### config.mk
export PLATFORM = sky130hd
export DESIGN_NAME = bvs_scaling_control
export DESIGN_NICKNAME = d
export VERILOG_FILES = /design/src/bvs_pkg.sv /design/src/bvs_frame_decoder.sv /design/src/bvs_scaling_control.sv
export VERILOG_INCLUDE_DIRS = /design/src
export SDC_FILE = /design/constraint.sdc
export NUM_CORES = 1
export LEC_CHECK = 0
export BUFFER_PORTS_ARGS = -buffer_cell sky130_fd_sc_hd__buf_4
export CAP_MARGIN = 10
export CELL_PAD_IN_SITES_DETAIL_PLACEMENT = 0
export CELL_PAD_IN_SITES_GLOBAL_PLACEMENT = 1
export CORE_MARGIN = 1
export CORE_UTILIZATION = 40
export CTS_CLUSTER_SIZE = 24
export DETAILED_ROUTE_END_ITERATION = 10
export PLACE_DENSITY_LB_ADDON = 0.1
export SETUP_SLACK_MARGIN = 0.15
export SYNTH_ARGS = -nofsm -noshare
export SYNTH_HDL_FRONTEND = slang
export SYNTH_SLANG_ARGS = --single-unit
### constraint.sdc
create_clock -name i_clk_sys -period 4.65 [get_ports i_clk_sys]
set_clock_uncertainty 0.2 [all_clocks]
set_input_delay 0.93 -clock i_clk_sys [delete_from_list [all_inputs] [get_ports i_clk_sys]]
set_output_delay 0.93 -clock i_clk_sys [all_outputs]
set_load 0.05 [all_outputs]
### src/bvs_consts.svh
`ifndef BVS_CONSTS_SVH
`define BVS_CONSTS_SVH
// register offsets on the i2c target port
`define BVS_OFS_CPU_BASE      8'h10
`define BVS_OFS_SOC_BASE      8'h11
`define BVS_OFS_RAIL_CTRL     8'h12
`define BVS_OFS_CPU_TARGET    8'h13
`define BVS_OFS_SOC_TARGET    8'h14
`define BVS_OFS_HALF2_BASE    8'h15
`define BVS_OFS_TRK_VOLT      8'h18
`define BVS_OFS_TRK_CTRL      8'h19
`define BVS_OFS_DEV_CFG       8'h7f
// rail control bits
`define BVS_RC_CPU_ON         0
`define BVS_RC_SOC_ON         1
`define BVS_RC_CPU_SCALE      2
`define BVS_RC_SOC_SCALE      3
`define BVS_RC_HALF2_ON       4
`define BVS_RC_EXT_EN         5
// device configuration bits
`define BVS_CFG_SPLIT         0
`define BVS_CFG_TRK_SRC       1
// tracking control bits
`define BVS_TC_FOLLOW         0
// reset values
`define BVS_RST_BYTE          8'h00
// frame and timing figures
`define BVS_FRAME_PERIODS     6'd32
`define BVS_STEP_UV           12500
`define BVS_LINK_MIN_HZ       3000000
`define BVS_LINK_MAX_HZ       33000000
`define BVS_I2C_HS_HZ         3400000
`endif

### src/bvs_pkg.sv
package bvs_pkg;
   typedef enum logic [3:0] {
      BVS_I_IDLE    = 4'b0000,
      BVS_I_ADDR    = 4'b0001,
      BVS_I_ACK_ADR = 4'b0010,
      BVS_I_REG     = 4'b0011,
      BVS_I_ACK_REG = 4'b0100,
      BVS_I_WRITE   = 4'b0101,
      BVS_I_ACK_WR  = 4'b0110,
      BVS_I_READ    = 4'b0111,
      BVS_I_RD_ACK  = 4'b1000
   } bvs_i2c_state_t;

   typedef struct packed {
      logic       done;
      logic [5:0] offset;
   } bvs_frame_t;
endpackage

### src/bvs_frame_decoder.sv
`timescale 1ns/10ps
`include "bvs_consts.svh"
module bvs_frame_decoder (
   input  wire logic        i_clk_sys, // system clock
   input  wire logic        i_reset,   // sync reset, high
   input  wire logic        i_enable,  // serial scaling enabled
   input  wire logic        i_link_clk, // scaling clock pin
   input  wire logic        i_data,    // scaling data pin
   output bvs_pkg::bvs_frame_t o_frame // decoded frame
);
   logic [2:0] clk_sync_r;
   logic [2:0] dat_sync_r;
   logic       clk_lvl_r;
   logic       dat_lvl_r;
   logic       in_frame_r;
   logic [5:0] period_cnt_r;
   logic [5:0] high_cnt_r;
   bvs_pkg::bvs_frame_t frame_r;
   logic       clk_rise;
   logic       dat_rise;

   // three-flop synchronisers, level moves once stages two and three agree
   always_ff @(posedge i_clk_sys)
   begin
      if (i_reset)
      begin
         clk_sync_r <= 3'h0;
         dat_sync_r <= 3'h0;
         clk_lvl_r  <= 1'b0;
         dat_lvl_r  <= 1'b0;
      end
      else
      begin
         clk_sync_r <= {clk_sync_r[1:0], i_link_clk};
         dat_sync_r <= {dat_sync_r[1:0], i_data};
         if (clk_sync_r[1] == clk_sync_r[2])
            clk_lvl_r <= clk_sync_r[2];
         if (dat_sync_r[1] == dat_sync_r[2])
            dat_lvl_r <= dat_sync_r[2];
      end
   end

   // edges seen on the filtered levels, any duty cycle or rate that holds each level for at least two system clocks
   assign clk_rise = (clk_sync_r[1] == clk_sync_r[2]) & clk_sync_r[2] & ~clk_lvl_r;
   assign dat_rise = (dat_sync_r[1] == dat_sync_r[2]) & dat_sync_r[2] & ~dat_lvl_r;

   // frame collector: data rising edge opens, 32 clock periods sampled
   always_ff @(posedge i_clk_sys)
   begin
      if (i_reset || !i_enable)
      begin
         in_frame_r   <= 1'b0;
         period_cnt_r <= 6'h00;
         high_cnt_r   <= 6'h00;
         frame_r      <= '0;
      end
      else
      begin
         frame_r.done <= 1'b0;
         if (!in_frame_r)
         begin
            if (dat_rise) // frame start marker
            begin
               in_frame_r   <= 1'b1;
               period_cnt_r <= 6'h00;
               high_cnt_r   <= 6'h00;
            end
         end
         else if (clk_rise)
         begin
            period_cnt_r <= period_cnt_r + 6'h01;
            if (period_cnt_r == `BVS_FRAME_PERIODS - 6'h01)
            begin
               in_frame_r     <= 1'b0;
               frame_r.done   <= 1'b1;
               frame_r.offset <= high_cnt_r + {5'h00, dat_lvl_r};
            end
            else
               high_cnt_r <= high_cnt_r + {5'h00, dat_lvl_r};
         end
      end
   end

   assign o_frame = frame_r;
endmodule

### src/bvs_scaling_control.sv
`timescale 1ns/10ps
`include "bvs_consts.svh"
// Functional notes
// frame offset steps added to base voltage
// base voltage comes from per-rail register
// driver keeps scaling clock 3 to 33MHz
// sample data over 32 clock periods
// data rising edge marks frame start
// decode independent of rate and duty
// rail off clears its scaling enable
// split bit divides cpu buck in two
// split moves power-good pins' roles
// split: only first half scales
// follow bit makes tracking regulator follow buck
// source bit: 0 soc, 1 cpu
// otherwise tracking voltage from its register
// registers reached through i2c target port
// scaling active only while enable set
// offset counts high samples, applied at end
module bvs_scaling_control #(
   parameter logic [6:0] DEV_ADDR = 7'h2a // arbitrary neutral bus address
) (
   input  wire logic       i_clk_sys,     // 200 MHz system clock
   input  wire logic       i_reset,       // sync reset, high
   input  wire logic       i_scl,         // i2c clock pin
   input  wire logic       i_sda,         // i2c data pin in
   output logic            o_sda_out,     // i2c data drive value
   output logic            o_sda_oe,      // i2c data drive enable
   input  wire logic       i_cpu_scl_clk, // cpu scaling clock pin
   input  wire logic       i_cpu_scaling_serial_data, // cpu scaling data pin
   input  wire logic       i_soc_scl_clk, // soc scaling clock pin
   input  wire logic       i_soc_scaling_serial_data, // soc scaling data pin
   input  wire logic       i_cpu_power_good, // cpu rail power good
   output logic [7:0]      o_cpu_target,  // cpu or first half target code
   output logic [7:0]      o_soc_target,  // soc target code
   output logic [7:0]      o_half2_target, // second half target code
   output logic            o_cpu_on,      // cpu rail enable
   output logic            o_soc_on,      // soc rail enable
   output logic            o_half2_on,    // second half enable
   output logic            o_split,       // cpu buck split mode
   output logic            o_pg_pin_out,  // first power-good pin value
   output logic            o_pg_pin_oe,   // first power-good pin drive
   output logic            o_ext_pin_out, // ext enable / second pg pin
   output logic            o_trk_follow,  // tracking regulator follows buck
   output logic [7:0]      o_trk_target   // tracking regulator code
);
   logic [2:0] scl_sync_r;
   logic [2:0] sda_sync_r;
   logic       scl_r;
   logic       sda_r;
   logic       scl_nxt;
   logic       sda_nxt;
   bvs_pkg::bvs_i2c_state_t st_r;
   logic [7:0] sh_r;
   logic [7:0] rd_r;
   logic [7:0] rd_val;
   logic [3:0] cnt_r;
   logic [7:0] ptr_r;
   logic       rw_r;
   logic       rack_r;
   logic       wr_stb_r;
   logic [7:0] wr_dat_r;
   logic [7:0] wr_ptr_r;
   logic [7:0] cpu_base_r;
   logic [7:0] soc_base_r;
   logic [7:0] half2_base_r;
   logic [7:0] rail_ctrl_r;
   logic [7:0] trk_volt_r;
   logic [7:0] trk_ctrl_r;
   logic [7:0] dev_cfg_r;
   logic [7:0] cpu_tgt_r;
   logic [7:0] soc_tgt_r;
   logic       cpu_on_d_r;
   logic       soc_on_d_r;
   logic       start_ev;
   logic       stop_ev;
   logic       scl_rise;
   logic       scl_fall;
   bvs_pkg::bvs_frame_t cpu_frame;
   bvs_pkg::bvs_frame_t soc_frame;

   // saturating add of base code and offset steps
   function automatic logic [7:0] sat_add(input logic [7:0] base, input logic [5:0] ofs);
      logic [8:0] sum;
      sum = {1'b0, base} + {3'h0, ofs};
      sat_add = sum[8] ? 8'hff : sum[7:0];
   endfunction

   // register read mux
   function automatic logic [7:0] reg_read(input logic [7:0] a);
      case (a)
         `BVS_OFS_CPU_BASE:   reg_read = cpu_base_r;
         `BVS_OFS_SOC_BASE:   reg_read = soc_base_r;
         `BVS_OFS_RAIL_CTRL:  reg_read = rail_ctrl_r;
         `BVS_OFS_CPU_TARGET: reg_read = cpu_tgt_r;
         `BVS_OFS_SOC_TARGET: reg_read = soc_tgt_r;
         `BVS_OFS_HALF2_BASE: reg_read = half2_base_r;
         `BVS_OFS_TRK_VOLT:   reg_read = trk_volt_r;
         `BVS_OFS_TRK_CTRL:   reg_read = trk_ctrl_r;
         `BVS_OFS_DEV_CFG:    reg_read = dev_cfg_r;
         default:             reg_read = 8'h00;
      endcase
   endfunction

   // register contents at the read pointer, for the next outgoing byte
   always_comb
   begin
      rd_val = reg_read(ptr_r);
   end

   // pin synchronisers for the i2c lines
   always_ff @(posedge i_clk_sys)
   begin
      if (i_reset)
      begin
         scl_sync_r <= 3'h7;
         sda_sync_r <= 3'h7;
         scl_r      <= 1'b1;
         sda_r      <= 1'b1;
      end
      else
      begin
         scl_sync_r <= {scl_sync_r[1:0], i_scl};
         sda_sync_r <= {sda_sync_r[1:0], i_sda};
         scl_r      <= scl_nxt;
         sda_r      <= sda_nxt;
      end
   end

   // filtered levels and bus events
   assign scl_nxt  = (scl_sync_r[1] == scl_sync_r[2]) ? scl_sync_r[2] : scl_r;
   assign sda_nxt  = (sda_sync_r[1] == sda_sync_r[2]) ? sda_sync_r[2] : sda_r;
   assign scl_rise = scl_nxt & ~scl_r;
   assign scl_fall = ~scl_nxt & scl_r;
   assign start_ev = scl_r & scl_nxt & sda_r & ~sda_nxt;
   assign stop_ev  = scl_r & scl_nxt & ~sda_r & sda_nxt;

   // i2c target engine, 7-bit address, byte pointer auto-increment
   always_ff @(posedge i_clk_sys)
   begin
      if (i_reset)
      begin
         st_r     <= bvs_pkg::BVS_I_IDLE;
         sh_r     <= 8'h00;
         rd_r     <= 8'h00;
         cnt_r    <= 4'h0;
         ptr_r    <= 8'h00;
         rw_r     <= 1'b0;
         rack_r   <= 1'b1;
         o_sda_oe <= 1'b0;
         wr_stb_r <= 1'b0;
         wr_dat_r <= 8'h00;
         wr_ptr_r <= 8'h00;
      end
      else
      begin
         wr_stb_r <= 1'b0;
         if (start_ev)
         begin
            st_r     <= bvs_pkg::BVS_I_ADDR;
            cnt_r    <= 4'h0;
            o_sda_oe <= 1'b0;
         end
         else if (stop_ev)
         begin
            st_r     <= bvs_pkg::BVS_I_IDLE;
            o_sda_oe <= 1'b0;
         end
         else if (scl_rise)
         begin
            if (st_r == bvs_pkg::BVS_I_ADDR || st_r == bvs_pkg::BVS_I_REG || st_r == bvs_pkg::BVS_I_WRITE)
            begin
               sh_r  <= {sh_r[6:0], sda_r};
               cnt_r <= cnt_r + 4'h1;
            end
            else if (st_r == bvs_pkg::BVS_I_RD_ACK)
               rack_r <= sda_r;
         end
         else if (scl_fall)
         begin
            case (st_r)
               bvs_pkg::BVS_I_ADDR:
                  if (cnt_r == 4'h8)
                  begin
                     if (sh_r[7:1] == DEV_ADDR)
                     begin
                        st_r     <= bvs_pkg::BVS_I_ACK_ADR;
                        rw_r     <= sh_r[0];
                        o_sda_oe <= 1'b1;
                     end
                     else
                        st_r <= bvs_pkg::BVS_I_IDLE;
                  end
               bvs_pkg::BVS_I_ACK_ADR:
               begin
                  cnt_r <= 4'h0;
                  if (rw_r)
                  begin
                     rd_r     <= rd_val;
                     o_sda_oe <= ~rd_val[7];
                     ptr_r    <= ptr_r + 8'h01;
                     cnt_r    <= 4'h1;
                     st_r     <= bvs_pkg::BVS_I_READ;
                  end
                  else
                  begin
                     o_sda_oe <= 1'b0;
                     st_r     <= bvs_pkg::BVS_I_REG;
                  end
               end
               bvs_pkg::BVS_I_REG:
                  if (cnt_r == 4'h8)
                  begin
                     ptr_r    <= sh_r;
                     o_sda_oe <= 1'b1;
                     st_r     <= bvs_pkg::BVS_I_ACK_REG;
                  end
               bvs_pkg::BVS_I_WRITE:
                  if (cnt_r == 4'h8)
                  begin
                     wr_stb_r <= 1'b1;
                     wr_dat_r <= sh_r;
                     wr_ptr_r <= ptr_r;
                     ptr_r    <= ptr_r + 8'h01;
                     o_sda_oe <= 1'b1;
                     st_r     <= bvs_pkg::BVS_I_ACK_WR;
                  end
               bvs_pkg::BVS_I_ACK_REG, bvs_pkg::BVS_I_ACK_WR:
               begin
                  o_sda_oe <= 1'b0;
                  cnt_r    <= 4'h0;
                  st_r     <= bvs_pkg::BVS_I_WRITE;
               end
               bvs_pkg::BVS_I_READ:
                  if (cnt_r == 4'h8)
                  begin
                     o_sda_oe <= 1'b0;
                     st_r     <= bvs_pkg::BVS_I_RD_ACK;
                  end
                  else
                  begin
                     o_sda_oe <= ~rd_r[3'd7 - cnt_r[2:0]];
                     cnt_r    <= cnt_r + 4'h1;
                  end
               bvs_pkg::BVS_I_RD_ACK:
                  if (!rack_r)
                  begin
                     rd_r     <= rd_val;
                     o_sda_oe <= ~rd_val[7];
                     ptr_r    <= ptr_r + 8'h01;
                     cnt_r    <= 4'h1;
                     st_r     <= bvs_pkg::BVS_I_READ;
                  end
                  else
                     st_r <= bvs_pkg::BVS_I_IDLE;
               default:
                  st_r <= bvs_pkg::BVS_I_IDLE;
            endcase
         end
      end
   end

   assign o_sda_out = 1'b0;

   // writable registers; rail turn-off clears its scaling enable
   always_ff @(posedge i_clk_sys)
   begin
      if (i_reset)
      begin
         cpu_base_r   <= `BVS_RST_BYTE;
         soc_base_r   <= `BVS_RST_BYTE;
         half2_base_r <= `BVS_RST_BYTE;
         rail_ctrl_r  <= `BVS_RST_BYTE;
         trk_volt_r   <= `BVS_RST_BYTE;
         trk_ctrl_r   <= `BVS_RST_BYTE;
         dev_cfg_r    <= `BVS_RST_BYTE;
      end
      else
      begin
         if (wr_stb_r)
         begin
            case (wr_ptr_r)
               `BVS_OFS_CPU_BASE:   cpu_base_r   <= wr_dat_r;
               `BVS_OFS_SOC_BASE:   soc_base_r   <= wr_dat_r;
               `BVS_OFS_HALF2_BASE: half2_base_r <= wr_dat_r;
               `BVS_OFS_RAIL_CTRL:  rail_ctrl_r  <= {2'h0, wr_dat_r[5:0]};
               `BVS_OFS_TRK_VOLT:   trk_volt_r   <= wr_dat_r;
               `BVS_OFS_TRK_CTRL:   trk_ctrl_r   <= {7'h00, wr_dat_r[`BVS_TC_FOLLOW]};
               `BVS_OFS_DEV_CFG:    dev_cfg_r    <= {6'h00, wr_dat_r[1:0]};
               default:             ;
            endcase
         end
         if (cpu_on_d_r && !rail_ctrl_r[`BVS_RC_CPU_ON])
            rail_ctrl_r[`BVS_RC_CPU_SCALE] <= 1'b0;
         if (soc_on_d_r && !rail_ctrl_r[`BVS_RC_SOC_ON])
            rail_ctrl_r[`BVS_RC_SOC_SCALE] <= 1'b0;
      end
   end

   // rail enable history for off detection
   always_ff @(posedge i_clk_sys)
   begin
      if (i_reset)
      begin
         cpu_on_d_r <= 1'b0;
         soc_on_d_r <= 1'b0;
      end
      else
      begin
         cpu_on_d_r <= rail_ctrl_r[`BVS_RC_CPU_ON];
         soc_on_d_r <= rail_ctrl_r[`BVS_RC_SOC_ON];
      end
   end

   // frame decoders, held idle while scaling is disabled
   bvs_frame_decoder u_cpu_dec (
      .i_clk_sys  (i_clk_sys),
      .i_reset    (i_reset),
      .i_enable   (rail_ctrl_r[`BVS_RC_CPU_SCALE]),
      .i_link_clk (i_cpu_scl_clk),
      .i_data     (i_cpu_scaling_serial_data),
      .o_frame    (cpu_frame)
   );

   bvs_frame_decoder u_soc_dec (
      .i_clk_sys  (i_clk_sys),
      .i_reset    (i_reset),
      .i_enable   (rail_ctrl_r[`BVS_RC_SOC_SCALE]),
      .i_link_clk (i_soc_scl_clk),
      .i_data     (i_soc_scaling_serial_data),
      .o_frame    (soc_frame)
   );

   // targets: base plus offset at frame end, base alone when not scaling
   always_ff @(posedge i_clk_sys)
   begin
      if (i_reset)
      begin
         cpu_tgt_r <= `BVS_RST_BYTE;
         soc_tgt_r <= `BVS_RST_BYTE;
      end
      else
      begin
         if (!rail_ctrl_r[`BVS_RC_CPU_SCALE])
            cpu_tgt_r <= cpu_base_r;
         else if (cpu_frame.done)
            cpu_tgt_r <= sat_add(cpu_base_r, cpu_frame.offset);
         if (!rail_ctrl_r[`BVS_RC_SOC_SCALE])
            soc_tgt_r <= soc_base_r;
         else if (soc_frame.done)
            soc_tgt_r <= sat_add(soc_base_r, soc_frame.offset);
      end
   end

   // outputs and pin roles
   assign o_cpu_target   = cpu_tgt_r;
   assign o_soc_target   = soc_tgt_r;
   assign o_half2_target = half2_base_r; // register control only
   assign o_cpu_on       = rail_ctrl_r[`BVS_RC_CPU_ON];
   assign o_soc_on       = rail_ctrl_r[`BVS_RC_SOC_ON];
   assign o_half2_on     = dev_cfg_r[`BVS_CFG_SPLIT] & rail_ctrl_r[`BVS_RC_HALF2_ON];
   assign o_split        = dev_cfg_r[`BVS_CFG_SPLIT];
   assign o_pg_pin_out   = i_cpu_power_good;
   assign o_pg_pin_oe    = ~dev_cfg_r[`BVS_CFG_SPLIT]; // becomes feedback input
   assign o_ext_pin_out  = dev_cfg_r[`BVS_CFG_SPLIT] ? i_cpu_power_good : rail_ctrl_r[`BVS_RC_EXT_EN];
   assign o_trk_follow   = trk_ctrl_r[`BVS_TC_FOLLOW];
   assign o_trk_target   = !trk_ctrl_r[`BVS_TC_FOLLOW] ? trk_volt_r :
                           (dev_cfg_r[`BVS_CFG_TRK_SRC] ? cpu_tgt_r : soc_tgt_r);
endmodule

==> flow_summary.yaml <==
status:
  status: "finished, final reports clean"
critical_path:
  worstSetupPathType: "flip-flop to output port"
  r2r_start: "scl_r"
  crit_buf_inv: 1
  crit_chain: "mux2i_1, a21oi_1, buf_4"
  cp_top_family: "flip-flops"
  critical_path.max_fanout: 10
  r2r_slack_ns: 1.74
  worst_path_max_delay_cell: "dfxtp_1"
  cp_data_arrival_time_ns: 1.84
  crit_end: "o_trk_target[2]"
  worstRegToRegCells: 6
  cp_slowest_stage_delay_ns: 0.74
  critPathLaunchType: "flip-flop"
  crit_start: "dev_cfg_r[1]"
  crit_cells: 3
  reg2reg_to: "rd_r[1]"
  crit_path_end_kind: "output port"
  required_ns: 3.52
cts:
  clockBufferDepth: 2
  clk_latency_ns: 0.43
  post-cts-setup-buffer-count: 0
  cts_resized: 0
  cts_tree: "done"
  hold_buffers: 0
  htree_levels: 4
  clk_pin_slew_ns: 0.07
  cts_sinks: 175
  numCtsBuffers: 17
  cts-root-buf: "clkbuf_16"
timing:
  fin_crit_ns: 2.97
  worstMarginPinSlew_ns: 1.12
  fin_crit_sh: 0.639
  fmax_ghz: 0.337
  tns_ns: 0
  final-setup-viol-count: 0
  rsz0062_at_grt: "no"
  finalHoldViolCount: 0
  slew_violations: 0
  maxSlewHeadroom: 0.253
floorplan:
  start_util: 0.407
  dieWidth_um: 151
  dieHeight_um: 151
  io_pins: 51
  rows: 54
  dieArea_mm2: 0.0228
  coreArea_mm2: 0.0218
synth:
  synth_nets: 1057
  syn_avg_cell_area_um2: 8.76
  synthTopCellsByArea: "dfxtp_1 (39%), mux2i_1 (11%), nor2_1 (6.1%)"
  ys_warn_count: 0
  ys_ff_latch: 175
  syn_inst: 1015
  synth_edf_count: 0
  synth.most_common_cell: "dfxtp_1"
  netlist_area_mm2: 0.00889
  synthTopCellsByCount: "dfxtp_1 (175), nor2_1 (145), mux2i_1 (96)"
  synth_cell_types: 79
  yosysTopAreaCell: "dfxtp_1"
  seq_area_frac_synth: 0.394
  synth_flop_cell: "dfxtp_1"
  yosys.area.top_type_share: 0.394
  async_flop_share: 0
finish:
  fin_nets: 1076
  stdcell_area_mm2: 0.0100
  fillerInstances: 2196
  final_cell_count_no_fill: 1327
  diodes: 0
  drive_gt1_frac: 0.117
  synthToLayoutAreaGrowth_pct: 12.8
detailed_routing:
  vias: 7302
  drtAntennaViolNets: 0
  drtIter0Drc: 405
  firstDrtPassIters: 5
  wl_per_cell_um: 18.5
  drc: 0
  viasPerCell: 5.50
  totalWireLength_um: 24600
hold_path:
  min_path_type: "flip-flop to flip-flop"
power:
  finalPower_mw: 3.06
  power_per_cell_area_mw_per_mm2: 305
  ir_worst_vdd_mv: 0.200
  leakagePower_nw: 3.63
placement:
  dp_hpwl_um: 17500
  place.gp.congestion: 0.839
  dp_cells: 1295
  portBuffers: 49
  place_area_mm2: 0.00942
job:
  cap_viol_max_count: 0
global_routing:
  grt_usage: 0.223
  grt_antenna_before_repair: 0
  grt_max_degree: 103
  grt_first_pass_wirelength_um: 38400
  grt-ovfl-total: 0
  grt_pass1_vias: 6700
## cells in the final DEF (no fill, tap or decap), drive strengths merged, types with 20 or more instances in the layout
| cell type | count |
|---|---|
| nand3 | 52 |
| ha | 31 |
| inv | 24 |
| nand2 | 62 |
| mux2i | 96 |
| buf | 54 |
| dfxtp | 175 |
| nor2 | 145 |
| nor3 | 25 |
| nor2b | 26 |
| a21oi | 68 |
| clkbuf | 20 |
| o21ai | 36 |
## registers in the layout, indices dropped and copies added (netlist names), 6 cells and up
signal                  cells
u_cpu_dec.high_cnt_r        6
u_soc_dec.high_cnt_r        6
wr_dat_r                    8
rail_ctrl_r                 6
ptr_r                       8
wr_ptr_r                    8
soc_base_r                  8
u_soc_dec.period_cnt_r      6
cpu_base_r                  8
rd_r                        8
u_cpu_dec.period_cnt_r      6
sh_r                        8
o_soc_target                8
u_cpu_dec.o_frame           7
o_cpu_target                8
u_soc_dec.o_frame           7
o_half2_target              8
trk_volt_r                  8
## worst min path at each step
| stage | cells past startpoint | to | slack [ns] | start |
|---|---|---|---|---|
| detailed placement | 1 | scl_sync_r[1] | 0.20 | scl_sync_r[0] |
| floorplan | 1 | scl_sync_r[1] | 0.19 | scl_sync_r[0] |
| global route | 1 | sda_sync_r[1] | 0.23 | sda_sync_r[0] |
| CTS | 1 | scl_sync_r[1] | 0.22 | scl_sync_r[0] |
| finish | 1 | scl_sync_r[1] | 0.21 | scl_sync_r[0] |
| global placement | 1 | sda_sync_r[1] | 0.20 | sda_sync_r[0] |
## through the flow
step / hold WS, ns / setup WS, ns / utilization
finish: 0.213 / 1.68 / 0.460
global route: 0.226 / 1.53 / 0.460
CTS: 0.218 / 1.66 / 0.460
detailed placement: 0.199 / 1.70 / 0.431
global placement: 0.200 / 1.76 / 0.431
floorplan: 0.189 / 1.49 / -
## logic make-up after synthesis
family | Yosys count | share of synthesized area
and+or+nand+nor | 404 | 0.231
AOI/OAI and AO/OA | 206 | 0.153
DFF | 175 | 0.394
muxes | 102 | 0.118
buffers and inverters | 74 | 0.0348
adders and majority gates | 34 | 0.0493
xor gates and xnor gates | 19 | 0.0187
other | 1 | 0.000422
## report_power, final
part           total, mW  switching, mW  internal, mW  leakage [nW]
Sequential          1.51        0.00417          1.50          1.41
Clock               1.50          0.652         0.848         0.296
Combinational     0.0469         0.0323        0.0145          1.92
Total               3.06          0.688          2.37          3.63
## layer usage
layer  GRT usage  share of wire
met1       0.302           0.48
met2       0.360           0.47
met3      0.0383          0.034
met4      0.0655          0.017
met5           0              0
## final cells by class
type | count | area, um^2 | area share
clock buffer | 20 | 467 | 0.0465
clock inverter | 12 | 148 | 0.0147
inverter | 20 | 75.1 | 0.00748
multi-input combinational | 766 | 5080 | 0.507
sequential | 175 | 3500 | 0.349
tap | 280 | 350 | 0.0349
timing repair buffer | 54 | 405 | 0.0404
Note: power is estimated with default switching activity, not from simulation.
